**src/hw/lps_defines.svh**
```systemverilog
`ifndef LPS_DEFINES_SVH
`define LPS_DEFINES_SVH
// =====================================
// Register offsets
`define OFS_IRQ_FLAGS 8'h00
`define OFS_MAIN_CONTROL 8'h01
`define OFS_PERSIST_COUNTS 8'h0A
`define OFS_PROXIMITY_CHANNEL_ABOVE 8'h0B
`define OFS_PROXIMITY_CHANNEL_LIMIT 8'h0C
`define OFS_GREEN_GAIN 8'h0F
`define OFS_IR_GAIN_HIGH 8'h10
// =====================================
// Reset values
`define RST_IRQ_FLAGS 8'h04
`define RST_MAIN_CONTROL 8'h24
`define RST_PERSIST 8'h00
`define RST_PROXIMITY_CHANNEL_ABOVE 8'h00
`define RST_PROXIMITY_CHANNEL_LIMIT 8'h00
`define RST_GREEN_GAIN 8'h80
`define RST_IR_GAIN_HIGH 8'h80
// =====================================
// Field positions
`define BIT_AMB_FLAG 0
`define BIT_PROXIMITY_CHANNEL_FLAG 1
`define BIT_PWR_FLAG 2
`define BIT_AMB_EN 0
`define BIT_PROXIMITY_CHANNEL_EN 1
`define BIT_MODE_LO 2
`define BIT_MODE_HI 4
`define BIT_GAIN_SRC 5
`define BIT_AMB_PST_LO 0
`define BIT_AMB_PST_HI 1
`define BIT_PRX_PST_LO 2
`define BIT_PRX_PST_HI 3
`endif

```
**src/hw/lps_pkg.sv**
```systemverilog
package lps_pkg;
    // Operating modes as held in the control register
    typedef enum logic [2:0] {
        MODE_SHUTDOWN = 3'h0,
        MODE_AMB_DIFF = 3'h1,
        MODE_AMB_GREEN = 3'h2,
        MODE_AMB_IR = 3'h3,
        MODE_INTERLEAVE = 3'h4,
        MODE_PROXIMITY_CHANNEL_ONLY = 3'h5,
        MODE_RSVD6 = 3'h6,
        MODE_RSVD7 = 3'h7
    } op_mode_e;
    typedef logic [7:0] reg_byte_t;
endpackage : lps_pkg

```
**src/hw/light_proximity_channel_sensor_ctrl_status.sv**
```systemverilog
// Behaviour
// - Power-on flag sets after every power-on reset.
// - Power-up returns all threshold settings to their defaults.
// - Any set flag pulls the interrupt line low.
// - First silicon revision: power-on flag does not pull interrupt low.
// - Reading status clears all flags and releases interrupt line.
// - Interrupt line is open drain, only pulled low.
// - Ambient and proximity flags held zero while their enables are zero.
// - Ambient flag sets when reading stays outside window beyond persist count.
// - Ambient conversion overflow also sets the ambient flag.
// - Ambient flag sticks until status read or enable cleared.
// - Proximity flag sets above limit beyond persist count; sticks likewise.
// - Power-on flag sticky, cleared only by status read.
// - Gain source bit picks host fine gains or factory gains.
// - Mode 000 stops measurements, registers keep contents.
// - Modes 001-011 ambient only, selecting diff, green or infrared.
// - Mode 100 interleaves both; mode 101 proximity only.
// - Proximity enable zero stops proximity comparisons.
// - Overflow sets ambient flag only when ambient enable is one.
`timescale 1ns/1ns
`default_nettype none
`include "lps_defines.svh"
module light_proximity_channel_sensor_ctrl_status
    import lps_pkg::*;
#(
    parameter bit FIRST_REV = 1'b0,              // First silicon revision
    parameter logic [8:0] FACTORY_GREEN = 9'h080, // Arbitrary factory gain
    parameter logic [8:0] FACTORY_IR = 9'h100      // Arbitrary factory gain
) (
    input wire logic core_clk,           // Core clock
    input wire logic nrst,               // Async power-on reset, low
    input wire logic [7:0] reg_addr,     // Register address from serial slave
    input wire logic reg_wr,             // Write strobe
    input wire logic [7:0] reg_wdata,    // Write data
    input wire logic reg_rd,             // Read strobe
    output logic [7:0] reg_rdata,        // Read data, valid cycle after strobe
    input wire logic amb_sample_vld,     // Ambient reading strobe
    input wire logic [13:0] amb_reading, // Ambient reading
    input wire logic amb_overflow,       // Ambient conversion overflow
    input wire logic [13:0] amb_upper,   // Ambient upper limit
    input wire logic [13:0] amb_lower,   // Ambient lower limit
    input wire logic proximity_channel_sample_vld,    // Proximity reading strobe
    input wire logic [7:0] proximity_channel_reading, // Proximity reading
    output logic amb_run,                // Ambient measurement enabled
    output logic proximity_channel_run,               // Proximity measurement enabled
    output logic [1:0] amb_channel_sel,  // 1 diff, 2 green, 3 infrared
    output logic [8:0] green_gain,       // Effective green gain
    output logic [8:0] infrared_gain,    // Effective infrared gain
    input wire logic irq_n_in,           // Interrupt pin level
    output logic irq_n_out,              // Interrupt pin output, always 0
    output logic irq_n_oe                // Interrupt pin pull-down enable
);
    // =====================================
    // Register storage
    logic power_on_flag_r;
    logic ambient_irq_flag_r;
    logic proximity_channel_irq_flag_r;
    reg_byte_t main_control_r;
    reg_byte_t persist_counts_r;
    reg_byte_t proximity_channel_above_indicator_r;
    reg_byte_t proximity_channel_level_limit_r;
    reg_byte_t green_fine_gain_r;
    reg_byte_t infrared_fine_gain_high_r;
    logic [1:0] irq_pin_sync_r;
    op_mode_e op_mode;
    logic ambient_irq_enable;
    logic proximity_channel_irq_enable;
    logic status_rd;
    logic amb_out;
    logic proximity_channel_above;
    logic amb_fire;
    logic proximity_channel_fire;
    logic amb_active;
    logic proximity_channel_active;
    logic irq_req;
    logic [8:0] infrared_fine_gain_value;

    function automatic logic is_wr(input logic [7:0] a, input logic [7:0] ofs, input logic wr);
        is_wr = wr && (a == ofs);
    endfunction : is_wr

    assign op_mode = op_mode_e'(main_control_r[`BIT_MODE_HI:`BIT_MODE_LO]);
    assign ambient_irq_enable = main_control_r[`BIT_AMB_EN];
    assign proximity_channel_irq_enable = main_control_r[`BIT_PROXIMITY_CHANNEL_EN];
    assign status_rd = reg_rd && (reg_addr == `OFS_IRQ_FLAGS);

    // =====================================
    // Configuration registers; reset restores thresholds and settings
    always_ff @(posedge core_clk or negedge nrst) begin
        if (!nrst) begin
            main_control_r <= `RST_MAIN_CONTROL;
            persist_counts_r <= `RST_PERSIST;
            proximity_channel_above_indicator_r <= `RST_PROXIMITY_CHANNEL_ABOVE;
            proximity_channel_level_limit_r <= `RST_PROXIMITY_CHANNEL_LIMIT;
            green_fine_gain_r <= `RST_GREEN_GAIN;
            infrared_fine_gain_high_r <= `RST_IR_GAIN_HIGH;
        end else begin
            // Registers keep contents in every mode
            if (is_wr(reg_addr, `OFS_MAIN_CONTROL, reg_wr)) begin
                main_control_r <= {2'b00, reg_wdata[5:0]};
            end
            if (is_wr(reg_addr, `OFS_PERSIST_COUNTS, reg_wr)) begin
                persist_counts_r <= {4'h0, reg_wdata[3:0]};
            end
            if (is_wr(reg_addr, `OFS_PROXIMITY_CHANNEL_ABOVE, reg_wr)) begin
                proximity_channel_above_indicator_r <= reg_wdata;
            end
            if (is_wr(reg_addr, `OFS_PROXIMITY_CHANNEL_LIMIT, reg_wr)) begin
                proximity_channel_level_limit_r <= reg_wdata;
            end
            if (is_wr(reg_addr, `OFS_GREEN_GAIN, reg_wr)) begin
                green_fine_gain_r <= reg_wdata;
            end
            if (is_wr(reg_addr, `OFS_IR_GAIN_HIGH, reg_wr)) begin
                infrared_fine_gain_high_r <= reg_wdata;
            end
        end
    end

    // =====================================
    // Measurement sequencing by mode
    always_ff @(posedge core_clk or negedge nrst) begin
        if (!nrst) begin
            amb_run <= 1'b0;
            proximity_channel_run <= 1'b0;
            amb_channel_sel <= 2'h0;
        end else begin
            unique case (op_mode)
                MODE_AMB_DIFF, MODE_AMB_GREEN, MODE_AMB_IR: begin
                    amb_run <= 1'b1;
                    proximity_channel_run <= 1'b0;
                    amb_channel_sel <= main_control_r[3:2];
                end
                MODE_INTERLEAVE: begin
                    amb_run <= 1'b1;
                    proximity_channel_run <= 1'b1;
                    amb_channel_sel <= 2'h1;
                end
                MODE_PROXIMITY_CHANNEL_ONLY: begin
                    amb_run <= 1'b0;
                    proximity_channel_run <= 1'b1;
                    amb_channel_sel <= 2'h0;
                end
                default: begin
                    amb_run <= 1'b0;
                    proximity_channel_run <= 1'b0;
                    amb_channel_sel <= 2'h0;
                end
            endcase
        end
    end

    // =====================================
    // Gain source selection
    assign infrared_fine_gain_value = {infrared_fine_gain_high_r, green_fine_gain_r[0]};
    always_ff @(posedge core_clk or negedge nrst) begin
        if (!nrst) begin
            green_gain <= 9'h000;
            infrared_gain <= 9'h000;
        end else if (main_control_r[`BIT_GAIN_SRC]) begin
            green_gain <= FACTORY_GREEN;
            infrared_gain <= FACTORY_IR;
        end else begin
            green_gain <= {1'b0, green_fine_gain_r[7:1], 1'b0};
            infrared_gain <= infrared_fine_gain_value;
        end
    end

    // =====================================
    // Threshold comparisons and persistence
    assign amb_active = ambient_irq_enable && amb_run;
    assign proximity_channel_active = proximity_channel_irq_enable && proximity_channel_run;
    assign amb_out = (amb_reading > amb_upper) || (amb_reading < amb_lower);
    assign proximity_channel_above = proximity_channel_reading > proximity_channel_level_limit_r;

    persist_filter #(.CNT_W(4)) u_amb_pst (
        .core_clk(core_clk),
        .nrst(nrst),
        .active(amb_active),
        .sample_vld(amb_sample_vld),
        .cond(amb_out),
        .pst_code(persist_counts_r[`BIT_AMB_PST_HI:`BIT_AMB_PST_LO]),
        .fire(amb_fire)
    );
    persist_filter #(.CNT_W(4)) u_prx_pst (
        .core_clk(core_clk),
        .nrst(nrst),
        .active(proximity_channel_active),
        .sample_vld(proximity_channel_sample_vld),
        .cond(proximity_channel_above),
        .pst_code(persist_counts_r[`BIT_PRX_PST_HI:`BIT_PRX_PST_LO]),
        .fire(proximity_channel_fire)
    );

    // =====================================
    // Sticky flags; a new event wins over a read clear
    always_ff @(posedge core_clk or negedge nrst) begin
        if (!nrst) begin
            power_on_flag_r <= 1'b1;
        end else if (status_rd) begin
            power_on_flag_r <= 1'b0;
        end
    end

    always_ff @(posedge core_clk or negedge nrst) begin
        if (!nrst) begin
            ambient_irq_flag_r <= 1'b0;
        end else if (!ambient_irq_enable) begin
            ambient_irq_flag_r <= 1'b0;
        end else if (amb_fire || (amb_sample_vld && amb_overflow && amb_run)) begin
            ambient_irq_flag_r <= 1'b1;
        end else if (status_rd) begin
            ambient_irq_flag_r <= 1'b0;
        end
    end

    always_ff @(posedge core_clk or negedge nrst) begin
        if (!nrst) begin
            proximity_channel_irq_flag_r <= 1'b0;
        end else if (!proximity_channel_irq_enable) begin
            proximity_channel_irq_flag_r <= 1'b0;
        end else if (proximity_channel_fire) begin
            proximity_channel_irq_flag_r <= 1'b1;
        end else if (status_rd) begin
            proximity_channel_irq_flag_r <= 1'b0;
        end
    end

    // =====================================
    // Interrupt pin, open drain
    assign irq_req = ambient_irq_flag_r || proximity_channel_irq_flag_r || (power_on_flag_r && !FIRST_REV);
    always_ff @(posedge core_clk or negedge nrst) begin
        if (!nrst) begin
            irq_n_oe <= 1'b0;
        end else begin
            irq_n_oe <= irq_req;
        end
    end
    // Pin drive value, only ever low
    always_ff @(posedge core_clk or negedge nrst) begin
        if (!nrst) begin
            irq_n_out <= 1'b0;
        end else begin
            irq_n_out <= 1'b0;
        end
    end

    // Pin level synchroniser, not readable, observed only by pin_pulled_a
    always_ff @(posedge core_clk or negedge nrst) begin
        if (!nrst) begin
            irq_pin_sync_r <= 2'b11;
        end else begin
            irq_pin_sync_r <= {irq_pin_sync_r[0], irq_n_in};
        end
    end

    // =====================================
    // Read data, registered; unmapped reads return zero
    always_ff @(posedge core_clk or negedge nrst) begin
        if (!nrst) begin
            reg_rdata <= 8'h00;
        end else if (reg_rd) begin
            unique case (reg_addr)
                `OFS_IRQ_FLAGS: reg_rdata <= {5'h00, power_on_flag_r, proximity_channel_irq_flag_r, ambient_irq_flag_r};
                `OFS_MAIN_CONTROL: reg_rdata <= main_control_r;
                `OFS_PERSIST_COUNTS: reg_rdata <= persist_counts_r;
                `OFS_PROXIMITY_CHANNEL_ABOVE: reg_rdata <= proximity_channel_above_indicator_r;
                `OFS_PROXIMITY_CHANNEL_LIMIT: reg_rdata <= proximity_channel_level_limit_r;
                `OFS_GREEN_GAIN: reg_rdata <= green_fine_gain_r;
                `OFS_IR_GAIN_HIGH: reg_rdata <= infrared_fine_gain_high_r;
                default: reg_rdata <= 8'h00;
            endcase
        end
    end
endmodule : light_proximity_channel_sensor_ctrl_status
`default_nettype wire

```
**src/hw/persist_filter.sv**
```systemverilog
`timescale 1ns/1ns
`default_nettype none
`include "lps_defines.svh"
// =====================================
// Persistence filter: fires after a condition holds for more than a count
module persist_filter #(
    parameter int CNT_W = 4
) (
    input wire logic core_clk,        // Core clock
    input wire logic nrst,            // Async reset, low
    input wire logic active,          // Comparison enabled
    input wire logic sample_vld,      // New reading strobe
    input wire logic cond,            // Reading outside limit
    input wire logic [1:0] pst_code,  // Persist count code
    output logic fire                 // One-cycle trigger
);
    logic [CNT_W-1:0] cnt_r;
    logic [CNT_W-1:0] limit;

    // Count code 0..3 maps to 1,4,8,15 prior samples
    always_comb begin
        unique case (pst_code)
            2'h0: limit = CNT_W'(1);
            2'h1: limit = CNT_W'(4);
            2'h2: limit = CNT_W'(8);
            2'h3: limit = CNT_W'(15);
        endcase
    end

    // Consecutive out-of-limit counter
    always_ff @(posedge core_clk or negedge nrst) begin
        if (!nrst) begin
            cnt_r <= '0;
        end else if (!active) begin
            cnt_r <= '0;
        end else if (sample_vld) begin
            if (!cond) begin
                cnt_r <= '0;
            end else if (cnt_r != limit) begin
                cnt_r <= cnt_r + CNT_W'(1);
            end
        end
    end

    assign fire = active && sample_vld && cond && (cnt_r == limit);
endmodule : persist_filter
`default_nettype wire
```
**config.mk**
```make
export PLATFORM = sky130hd
export DESIGN_NAME = light_proximity_channel_sensor_ctrl_status
export DESIGN_NICKNAME = d
export VERILOG_FILES = /design/src/hw/lps_pkg.sv /design/src/hw/light_proximity_channel_sensor_ctrl_status.sv /design/src/hw/persist_filter.sv
export VERILOG_INCLUDE_DIRS = /design/src /design/src/hw
export SDC_FILE = /design/constraint.sdc
export NUM_CORES = 1
export LEC_CHECK = 0
export BUFFER_PORTS_ARGS = -buffer_cell sky130_fd_sc_hd__buf_4
export CAP_MARGIN = 10
export CORE_MARGIN = 10
export CORE_UTILIZATION = 35
export CTS_CLUSTER_SIZE = 20
export DETAILED_ROUTE_END_ITERATION = 10
export MAX_ROUTING_LAYER = met4
export SLEW_MARGIN = 40
export SYNTH_ARGS = -nofsm -noshare
export SYNTH_HDL_FRONTEND = slang
export SYNTH_SLANG_ARGS = --single-unit
export TNS_END_PERCENT = 30
```
**constraint.sdc**
```tcl
create_clock -name core_clk -period 4 [get_ports core_clk]
set_input_delay 0.4 -clock core_clk [delete_from_list [all_inputs] [get_ports core_clk]]
set_output_delay 0.4 -clock core_clk [all_outputs]
set_load 0.01 [all_outputs]
```
==> results of run 1 <==
==> cell type report <==
class                           count  area share [%]
Multi-Input combinational cell    309            40.5
Sequential cell                    82            35.1
Timing Repair Buffer              101            13.0
Clock buffer                       10            3.91
Tap cell                          176            3.76
Inverter                           44            2.82
Clock inverter                      6           0.832
Antenna cell                        1          0.0427
==> critical path: cells and delay by family (launching register included) <==
kind | cells | cell delay [ns]
AOI/OAI and AO/OA | 5 | 1.21
DFF | 1 | 0.37
adders and majority gates | 1 | 0.28
and+or+nand+nor | 1 | 0.13
buffers and inverters | 1 | 0.05
==> Yosys cell counts, types with 5 or more instances <==
master | instances | area share, %
nor2b_1 | 19 | 2.5
a22oi_1 | 9 | 1.4
o211ai_1 | 8 | 1.3
mux2_2 | 30 | 7.2
inv_1 | 44 | 3.5
ha_1 | 45 | 12
nand2_1 | 36 | 2.9
dfrtp_1 | 77 | 41
nand4_1 | 8 | 1.1
o21ai_0 | 12 | 1.3
a31oi_1 | 8 | 1.1
dfstp_2 | 5 | 2.8
a21o_1 | 6 | 0.96
mux2_4 | 8 | 2.6
nor2_1 | 24 | 1.9
a221oi_1 | 5 | 0.94
xnor2_1 | 5 | 0.94
a21oi_1 | 21 | 2.2
xor2_1 | 7 | 1.3
==> kinds of logic (layout without fill, tap and decap cells) <==
logic type	count (synthesis)	in the layout	synth area share, %
and+or+nand+nor	124	124	13.9
AOI/OAI and AO/OA	86	86	12.3
DFF	82	82	44.1
buffers and inverters	57	161	5.25
adders and majority gates	45	45	12.1
muxes	39	39	10.0
xor gates and xnor gates	12	12	2.25
other	1	4	0.0803
==> state kept, by name, summed over array words and instances, names as in the netlist, 6 cells and up <==
name	cells
green_gain	7
infrared_gain	9
proximity_channel_level_limit_r	8
proximity_channel_above_indicator_r	8
infrared_fine_gain_high_r	8
reg_rdata	8
green_fine_gain_r	8
main_control_r	6
==> per-stage QoR <==
stage | hold slack [ns] | std cells | worst slack (ns) | total power, µW
4_1_cts | 0.151 | 728 | 1.92 | 1970
3_3_place_gp | 0.476 | 712 | 1.65 | 1190
6_report | 0.106 | 729 | 1.88 | 1950
2_1_floorplan | 0.104 | 448 | 2.13 | 1050
5_1_grt | 0.154 | 729 | 1.71 | 2040
3_5_place_dp | 0.487 | 712 | 1.60 | 1200
==> path summary, 6_finish.rpt <==
kind | from | endpoint | slack [ns]
worst min register to register | proximity_channel_above_indicator_r[5] | proximity_channel_above_indicator_r[5] | 0.50
max in group asynchronous | nrst | amb_run | 3.39
worst max-delay path | proximity_channel_level_limit_r[1] | u_prx_pst.cnt_r[3] | 1.88
worst min-delay path | nrst | infrared_gain[8] | 0.11
worst max register to register | proximity_channel_level_limit_r[1] | u_prx_pst.cnt_r[3] | 1.88
min in group core_clk | reg_wdata[7] | proximity_channel_level_limit_r[7] | 0.32
==> power by group <==
part           internal, µW  switching, µW
registers               870           31.4
clock network           426            342
logic                   144            136
==> layer usage <==
layer | track usage [%] | vias up | part of all wire [%]
li1 | - | 1765 | -
met1 | 17.7 | 1719 | 47
met2 | 20.3 | 92 | 46
met3 | 2.04 | 12 | 5.0
met4 | 5.02 | 0 | 1.7
met5 | - | - | 0
==> impl_metrics.yaml, run 1 <==
grt:
  grt_use_total_pct: 13.4
  grt-ovfl-total: 0
  grt_pass1_wl_mm: 19.4
  first_global_vias: 3760
  grt_max_degree: 83
  antenna_found_initial: 1
synthesis:
  syn_area_mm2: 0.00467
  synth_cell_types: 53
  postSynthCellCount: 446
  async_flop_share_pct: 100
  synth_top_flop_cell: "dfrtp_1"
  synth_edf_count: 0
  synth_seq_cells: 82
  synth_warnings: 0
  yosysSeqAreaShare_pct: 44.1
  avgSynthCellArea_um2: 10.5
routing:
  wl_per_cell_um: 16.2
  antenna_left: 0
  viasPerCell: 4.92
  drc: 0
  vias: 3588
  first_iter_violations: 228
  dr.pass1.iters: 4
  routed_wl_mm: 11.8
final_layout:
  final_common_cell: "buf_4"
  fin_area_mm2: 0.00586
  multiInputGateArea_mm2: 0.00238
  nNetsFinal: 666
  final_core_util_pct: 44.6
  drive_gt1_share_pct: 30.8
  regArea_mm2: 0.00206
  area_growth_pct: 25.5
  num-fill-cells: 1288
  most-common-layout-cells: "100 x buf_4, 77 x dfrtp_1, 45 x ha_1"
placement:
  gp_congestion: 0.832
  postPlaceCellArea_mm2: 0.00558
  port_buffers: 101
  dp_hpwl_mm: 9.26
critical_path:
  slowest_stage: "a211oi_1"
  critical_path.most_common_cell: "o21ai_0"
  cp-end-kind: "flop"
  max_stage_delay_ns: 0.57
  crit_required_ns: 4.25
  cp_max_fo: 5
  critPathKind: "reg2reg"
  cp.arrival_ns: 2.37
  worst_setup_path_start_kind: "flop"
  crit_chain: "inv_1 -> ha_1 -> nor2b_1 -> o21a_1 -> o21ai_0 -> a211oi_1 -> o21ai_0 -> o211ai_1"
  r2r_cells: 8
cts:
  ctsHoldBuffers: 0
  cts-root-buf: "clkbuf_16"
  path_clk_slew_ns: 0.06
  cts_tree: "done"
  h-tree-depth: 3
  clock-sinks: 82
  numCtsBuffers: 9
  post-cts-setup-buffers: 0
  clk_latency_ns: 0.34
  ctsLongestPathBuffers: 2
  cts_resized: 0
timing:
  finalSetupViolCount: 0
  slew_headroom_pct: 50.7
  fin_crit_sh_pct: 53.0
  hold_viol: 0
  maxSlewViolCount: 0
  min_period_ns: 2.12
  fmax_mhz: 472
  fin_skew_ns: 0.00936
  setup_tns_ns: 0
  tightest_slew_ns: 0.740
  rsz0062_at_grt: "no"
floorplan:
  num_io_pins: 106
  die_h_um: 136
  die_w_um: 136
  core.rowCount: 42
  design.core.area_mm2: 0.0131
  initial_core_util_pct: 35.6
  die_area_mm2: 0.0184
power:
  power.density_mw_per_mm2: 333
  peakVddDrop_uv: 254
  p_leak_uw: 0.00296
min_path:
  hold_class: "in2async"
run:
  cap_violations: 0
status:
  status: "completed"
No activity file was read; power rests on OpenSTA's default activity.
==> inputs of run 2 (changes only) <==
ABC_AREA = 1   (was default)
clock period = 1.8 ns   (was 4 ns; I/O delays follow)
==> run 2 against run 1 <==
Effect of this change: critical endpoint unchanged; clock power grew to 2.8 times the previous value; synthesized cell count grew 30%; register-to-register slack lost 1.8 ns; critical path type unchanged; largest power group is now the clock network; hold slack gained 0.027 ns; clock-buffer cell count is the same; flip-flop and latch count is the same; worst setup slack lost 1.8 ns; total power grew 140%; wire length grew 11%; clock skew shrank 0.0037 ns.
==> impl_metrics.yaml, run 2 <==
status:
  status: "completed"
placement:
  port_buffers: 101
  dp_hpwl_mm: 10.3
  gp_congestion: 0.813
timing:
  fin_skew_ns: 0.00565
  maxSlewViolCount: 0
  finalSetupViolCount: 0
  whs_ns: 0.133
  min_period_ns: 1.71
  fmax_mhz: 586
  rsz0062_at_grt: "yes"
  setup_tns_ns: 0
  fin_crit_sh_pct: 94.8
  hold_viol: 0
synthesis:
  synth_cell_types: 40
  synth_adder_area_share_pct: 11.9
  synth_top_family_by_area: "simple AND/OR/NAND/NOR gates"
  synth_common_cells: "156 x nand2_1, 99 x inv_1, 77 x dfrtp_1"
  synth_top_flop_cell: "dfrtp_1"
  postSynthCellCount: 582
  async_flop_share_pct: 100
  synthSimpleGateAreaFrac_pct: 20.9
  synth_edf_count: 0
  synth-compound-area-share_pct: 12.1
  avgSynthCellArea_um2: 8.16
  synth_seq_cells: 82
  synth_warnings: 0
  synthMuxAreaShare_pct: 0
  syn_area_mm2: 0.00475
  synth_most_common_cell: "nand2_1"
  synth_top_area_cell: "dfrtp_1"
  synth_top_area_share_pct: 40.6
  synth_xor_area_share_pct: 2.21
  synth_area_leaders: "dfrtp_1 41%, nand2_1 12%, ha_1 12%"
  yosysSeqAreaShare_pct: 43.3
grt:
  grt_pass1_wl_mm: 21.4
  grt_max_degree: 43
  grt_use_total_pct: 14.7
  grt-ovfl-total: 0
  first_global_vias: 4362
  antenna_found_initial: 0
cts:
  clock-sinks: 82
  ctsLongestPathBuffers: 2
  cts_tree: "done"
  clk_latency_ns: 0.34
  cts-root-buf: "clkbuf_16"
  h-tree-depth: 3
  path_clk_slew_ns: 0.06
  numCtsBuffers: 9
run:
  cap_violations: 0
power:
  power.density_mw_per_mm2: 760
  peakVddDrop_uv: 465
  p_leak_uw: 0.00335
  power_uw: 4730
final_layout:
  nNetsFinal: 821
  num-fill-cells: 1304
  largest_register: "infrared_gain"
  largest_reg_flops: 9
  final_common_cell: "nand2_1"
  drive_gt1_share_pct: 25.6
  n_antenna_cell: 0
  final_core_util_pct: 47.0
  area_growth_pct: 31.1
  most-common-layout-cells: "152 x nand2_1, 114 x buf_4, 97 x inv_1"
routing:
  antenna_left: 0
  wl_per_cell_um: 14.8
  viasPerCell: 4.70
  routed_wl_mm: 13.1
  drc: 0
  dr.pass1.iters: 4
  vias: 4148
  first_iter_violations: 218
floorplan:
  die_w_um: 136
  core.rowCount: 42
  num_io_pins: 106
  design.core.area_mm2: 0.0132
  initial_core_util_pct: 35.9
  die_area_mm2: 0.0186
  die_h_um: 136
critical_path:
  cp.arrival_ns: 1.93
  worst_setup_path_start_kind: "flop"
  cp-end-kind: "flop"
  cp_max_fo: 6
  crit_required_ns: 2.03
  critPathKind: "reg2reg"
min_path:
  hold_class: "in2reg"
[run 2: final timing paths]
kind                            slack [ns]                                 end  cells after the start                          startpoint
worst max register to register        0.09                  u_prx_pst.cnt_r[3]                      9                 persist_counts_r[3]
worst min register to register        0.48  proximity_channel_level_limit_r[6]                      2  proximity_channel_level_limit_r[6]
worst min-delay path                  0.13                        reg_rdata[0]                      3                              reg_rd
worst max-delay path                  0.09                  u_prx_pst.cnt_r[3]                      9                 persist_counts_r[3]
max in group asynchronous             0.91                   main_control_r[2]                      3                                nrst
min in group asynchronous             0.24                       green_gain[6]                      2                                nrst
[run 2: routing by layer]
metal  track usage (%)  share of wire, %  wire [µm]  vias to the layer above
li1                  -                 -          -                     2089
met1              17.9                45       5880                     1942
met2              24.7                50       6550                       97
met3              2.49               3.6        475                       20
met4              4.08               1.5        195                        0
met5                 -                 0          0                        -
[run 2: timing repair]
item / 4_1_cts / 5_1_grt
buffers inserted: 0 / 8
endpoints found under the setup margin: 0 / 9
hold endpoints to repair: 41 / 0
resized for setup: 0 / 19
hold buffers: 1 / 0
[run 2: through the flow]
stage	std cells	instance area (µm²)	worst slack, ns
2_1_floorplan	584	4760	0.150
3_3_place_gp	858	5740	0.0738
3_5_place_dp	858	5740	0.0412
4_1_cts	875	6090	0.0202
5_1_grt	883	6230	-0.0336
6_report	883	6230	0.0938
[run 2: critical path, stage by stage, from the launching register on]
cell     delay, ns
dfrtp_2       0.45
buf_6         0.13
ha_2          0.16
xor2_1        0.16
nor3_2        0.18
nand2_1       0.11
o21ai_4       0.22
nand2_1       0.08
nand2_1       0.06
nand2_1       0.05
[run 2: logic make-up after synthesis]
kind of cell	count (synthesis)
XOR/XNOR	12
other	1
buffers and inverters	113
flip-flops	82
AND/OR/NAND/NOR	236
adder cells (fa/ha/maj)	45
AO/OA/AOI/OAI	93
[run 2: final cells by class]
class                   count  area (µm²)  share of cell area, %
inverters                 102         383                   6.15
flip-flops and latches     82        2060                   33.1
repair buffers            118         908                   14.6
clock buffers              10         229                   3.68
multi-input cells         389        2310                   37.2
well taps                 176         220                   3.54
clock inverters             6         114                   1.83
[run 2: where the power goes]
group | total, µW | internal [µW] | switching [µW]
Sequential | 1960 | 1920 | 41.6
Combinational | 650 | 300 | 350
Clock | 2120 | 1360 | 758
Total | 4730 | 3580 | 1150
==> inputs of run 3 (changes only) <==
CTS_BUF_LIST = sky130_fd_sc_hd__clkbuf_2 sky130_fd_sc_hd__clkbuf_4 sky130_fd_sc_hd__clkbuf_8   (was default)
==> run 3 against run 2 <==
Effect of this change: clock-buffer cell count unchanged; worst setup slack lost 0.0024 ns; clock skew increased by 0.0042 ns; global-route usage increased by 0.069 points; hold slack worse by 0.028 ns; largest power group is now sequential cells.
==> impl_metrics.yaml, run 3 (synthesized netlist as in run 2, its figures left out) <==
routing:
  antenna_left: 0
  wl_per_cell_um: 14.8
  first_iter_violations: 223
  drc: 0
  viasPerCell: 4.69
  routed_wl_mm: 13.1
  dr.pass1.iters: 4
  vias: 4141
power:
  peakVddDrop_uv: 370
  power.density_mw_per_mm2: 696
  p_leak_uw: 0.00330
floorplan:
  num_io_pins: 106
  die_w_um: 136
  die_h_um: 136
  die_area_mm2: 0.0186
  initial_core_util_pct: 35.9
  core.rowCount: 42
  design.core.area_mm2: 0.0132
critical_path:
  cp_max_fo: 6
  max_stage_delay_ns: 0.46
  slowest_stage: "dfrtp_2"
  cp.arrival_ns: 1.97
  crit_buf_inv: 1
  crit_cells: 9
  crit_family: "simple AND/OR/NAND/NOR gates"
  critical_path.most_common_cell: "nand2_1"
  worst_setup_path_start_kind: "flop"
  crit_required_ns: 2.06
  crit_chain: "buf_6 -> ha_2 -> xor2_1 -> nor3_2 -> nand2_1 -> o21ai_4 -> nand2_1 -> nand2_1 -> nand2_1"
  cp-end-kind: "flop"
  r2r_cells: 9
  critPathKind: "reg2reg"
final_layout:
  drive_gt1_share_pct: 25.7
  fin_area_mm2: 0.00612
  largest_reg_flops: 9
  n_antenna_cell: 0
  largest_register: "infrared_gain"
  nNetsFinal: 821
  num-fill-cells: 1335
  area_growth_pct: 28.8
  fin_cells: 883
  final_common_cell: "nand2_1"
  most-common-layout-cells: "152 x nand2_1, 114 x buf_4, 96 x inv_1"
cts:
  cts_tree: "done"
  cts-root-buf: "clkbuf_8"
  clock-sinks: 82
  ctsLongestPathBuffers: 2
  clk_latency_ns: 0.36
  numCtsBuffers: 9
  path_clk_slew_ns: 0.09
  h-tree-depth: 3
grt:
  grt_max_degree: 43
  grt_use_total_pct: 14.8
  antenna_found_initial: 0
  grt_pass1_wl_mm: 21.4
  first_global_vias: 4356
  grt-ovfl-total: 0
placement:
  dp_hpwl_mm: 10.3
  gp_congestion: 0.813
  post-place-ws_ns: 0.0412
  place_inst: 858
  postPlaceCellArea_mm2: 0.00574
  port_buffers: 101
timing:
  maxSlewViolCount: 0
  fmax_mhz: 585
  hold_viol: 0
  fin_crit_sh_pct: 94.9
  rsz0062_at_grt: "yes"
  final.setup.worst_slack_ns: 0.0914
  finalSetupViolCount: 0
  min_period_ns: 1.71
  fin_skew_ns: 0.00982
  setup_tns_ns: 0
min_path:
  whs_path_depth: 3
  hold_class: "in2reg"
run:
  cap_violations: 0
status:
  status: "completed"
-- run 3: cell counts in the layout (fill, tap and decap cells not counted) --
No cell type changed its count.
-- run 3: final cells by class --
cell class,instances,area (µm²),share of cell area [%]
Timing Repair Buffer,118,908,14.8
Clock inverter,6,114,1.86
Sequential cell,82,2060,33.7
Tap cell,176,220,3.60
Multi-Input combinational cell,389,2300,37.6
Inverter,102,383,6.26
Clock buffer,10,131,2.15
-- run 3: worst register-to-register path, stage by stage (launching register included) --
cell	delay (ns)
dfrtp_2	0.46
buf_6	0.13
ha_2	0.16
xor2_1	0.16
nor3_2	0.18
nand2_1	0.11
o21ai_4	0.22
nand2_1	0.08
nand2_1	0.06
nand2_1	0.05
-- run 3: routing by layer --
layer | up-vias | GRT usage, % | wire length (µm)
li1 | 2087 | - | -
met1 | 1934 | 17.8 | 5880
met2 | 102 | 24.5 | 6480
met3 | 18 | 2.60 | 498
met4 | 0 | 5.03 | 217
met5 | - | - | 0
-- run 3: what timing repair did --
item / 4_1_cts / 5_1_grt
setup buffers: 0 / 8
endpoints found under the hold margin: 52 / 0
hold buffers: 1 / 0
endpoints found under the setup margin: 0 / 9
gates resized for setup: 0 / 19
-- run 3: metrics by stage --
stage | hold slack, ns | util (%) | power (µW)
2_1_floorplan | -0.116 | - | 2300
3_3_place_gp | 0.0529 | 43.3 | 2590
3_5_place_dp | 0.0534 | 43.3 | 2620
4_1_cts | 0.0849 | 45.2 | 4280
5_1_grt | 0.100 | 46.2 | 4500
6_report | 0.105 | 46.2 | 4260
-- run 3: where the power goes --
part / leakage [µW] / internal, µW / switching, µW / total [µW]
combinational: 0.00208 / 298 / 349 / 648
sequential: 0.00111 / 1920 / 41.7 / 1960
clock: 0.000117 / 942 / 707 / 1650
-- run 3: path summary, 6_finish.rpt --
kind                                                              from                                      to  slack, ns
worst max-delay path                               persist_counts_r[3]                      u_prx_pst.cnt_r[3]       0.09
worst min-delay path                                            reg_rd                            reg_rdata[0]       0.11
worst max register to register                     persist_counts_r[3]                      u_prx_pst.cnt_r[3]       0.09
worst min register to register  proximity_channel_above_indicator_r[5]  proximity_channel_above_indicator_r[5]       0.49
max in group asynchronous                                         nrst                       main_control_r[2]       0.94
min in group asynchronous                                         nrst                           green_gain[6]       0.20
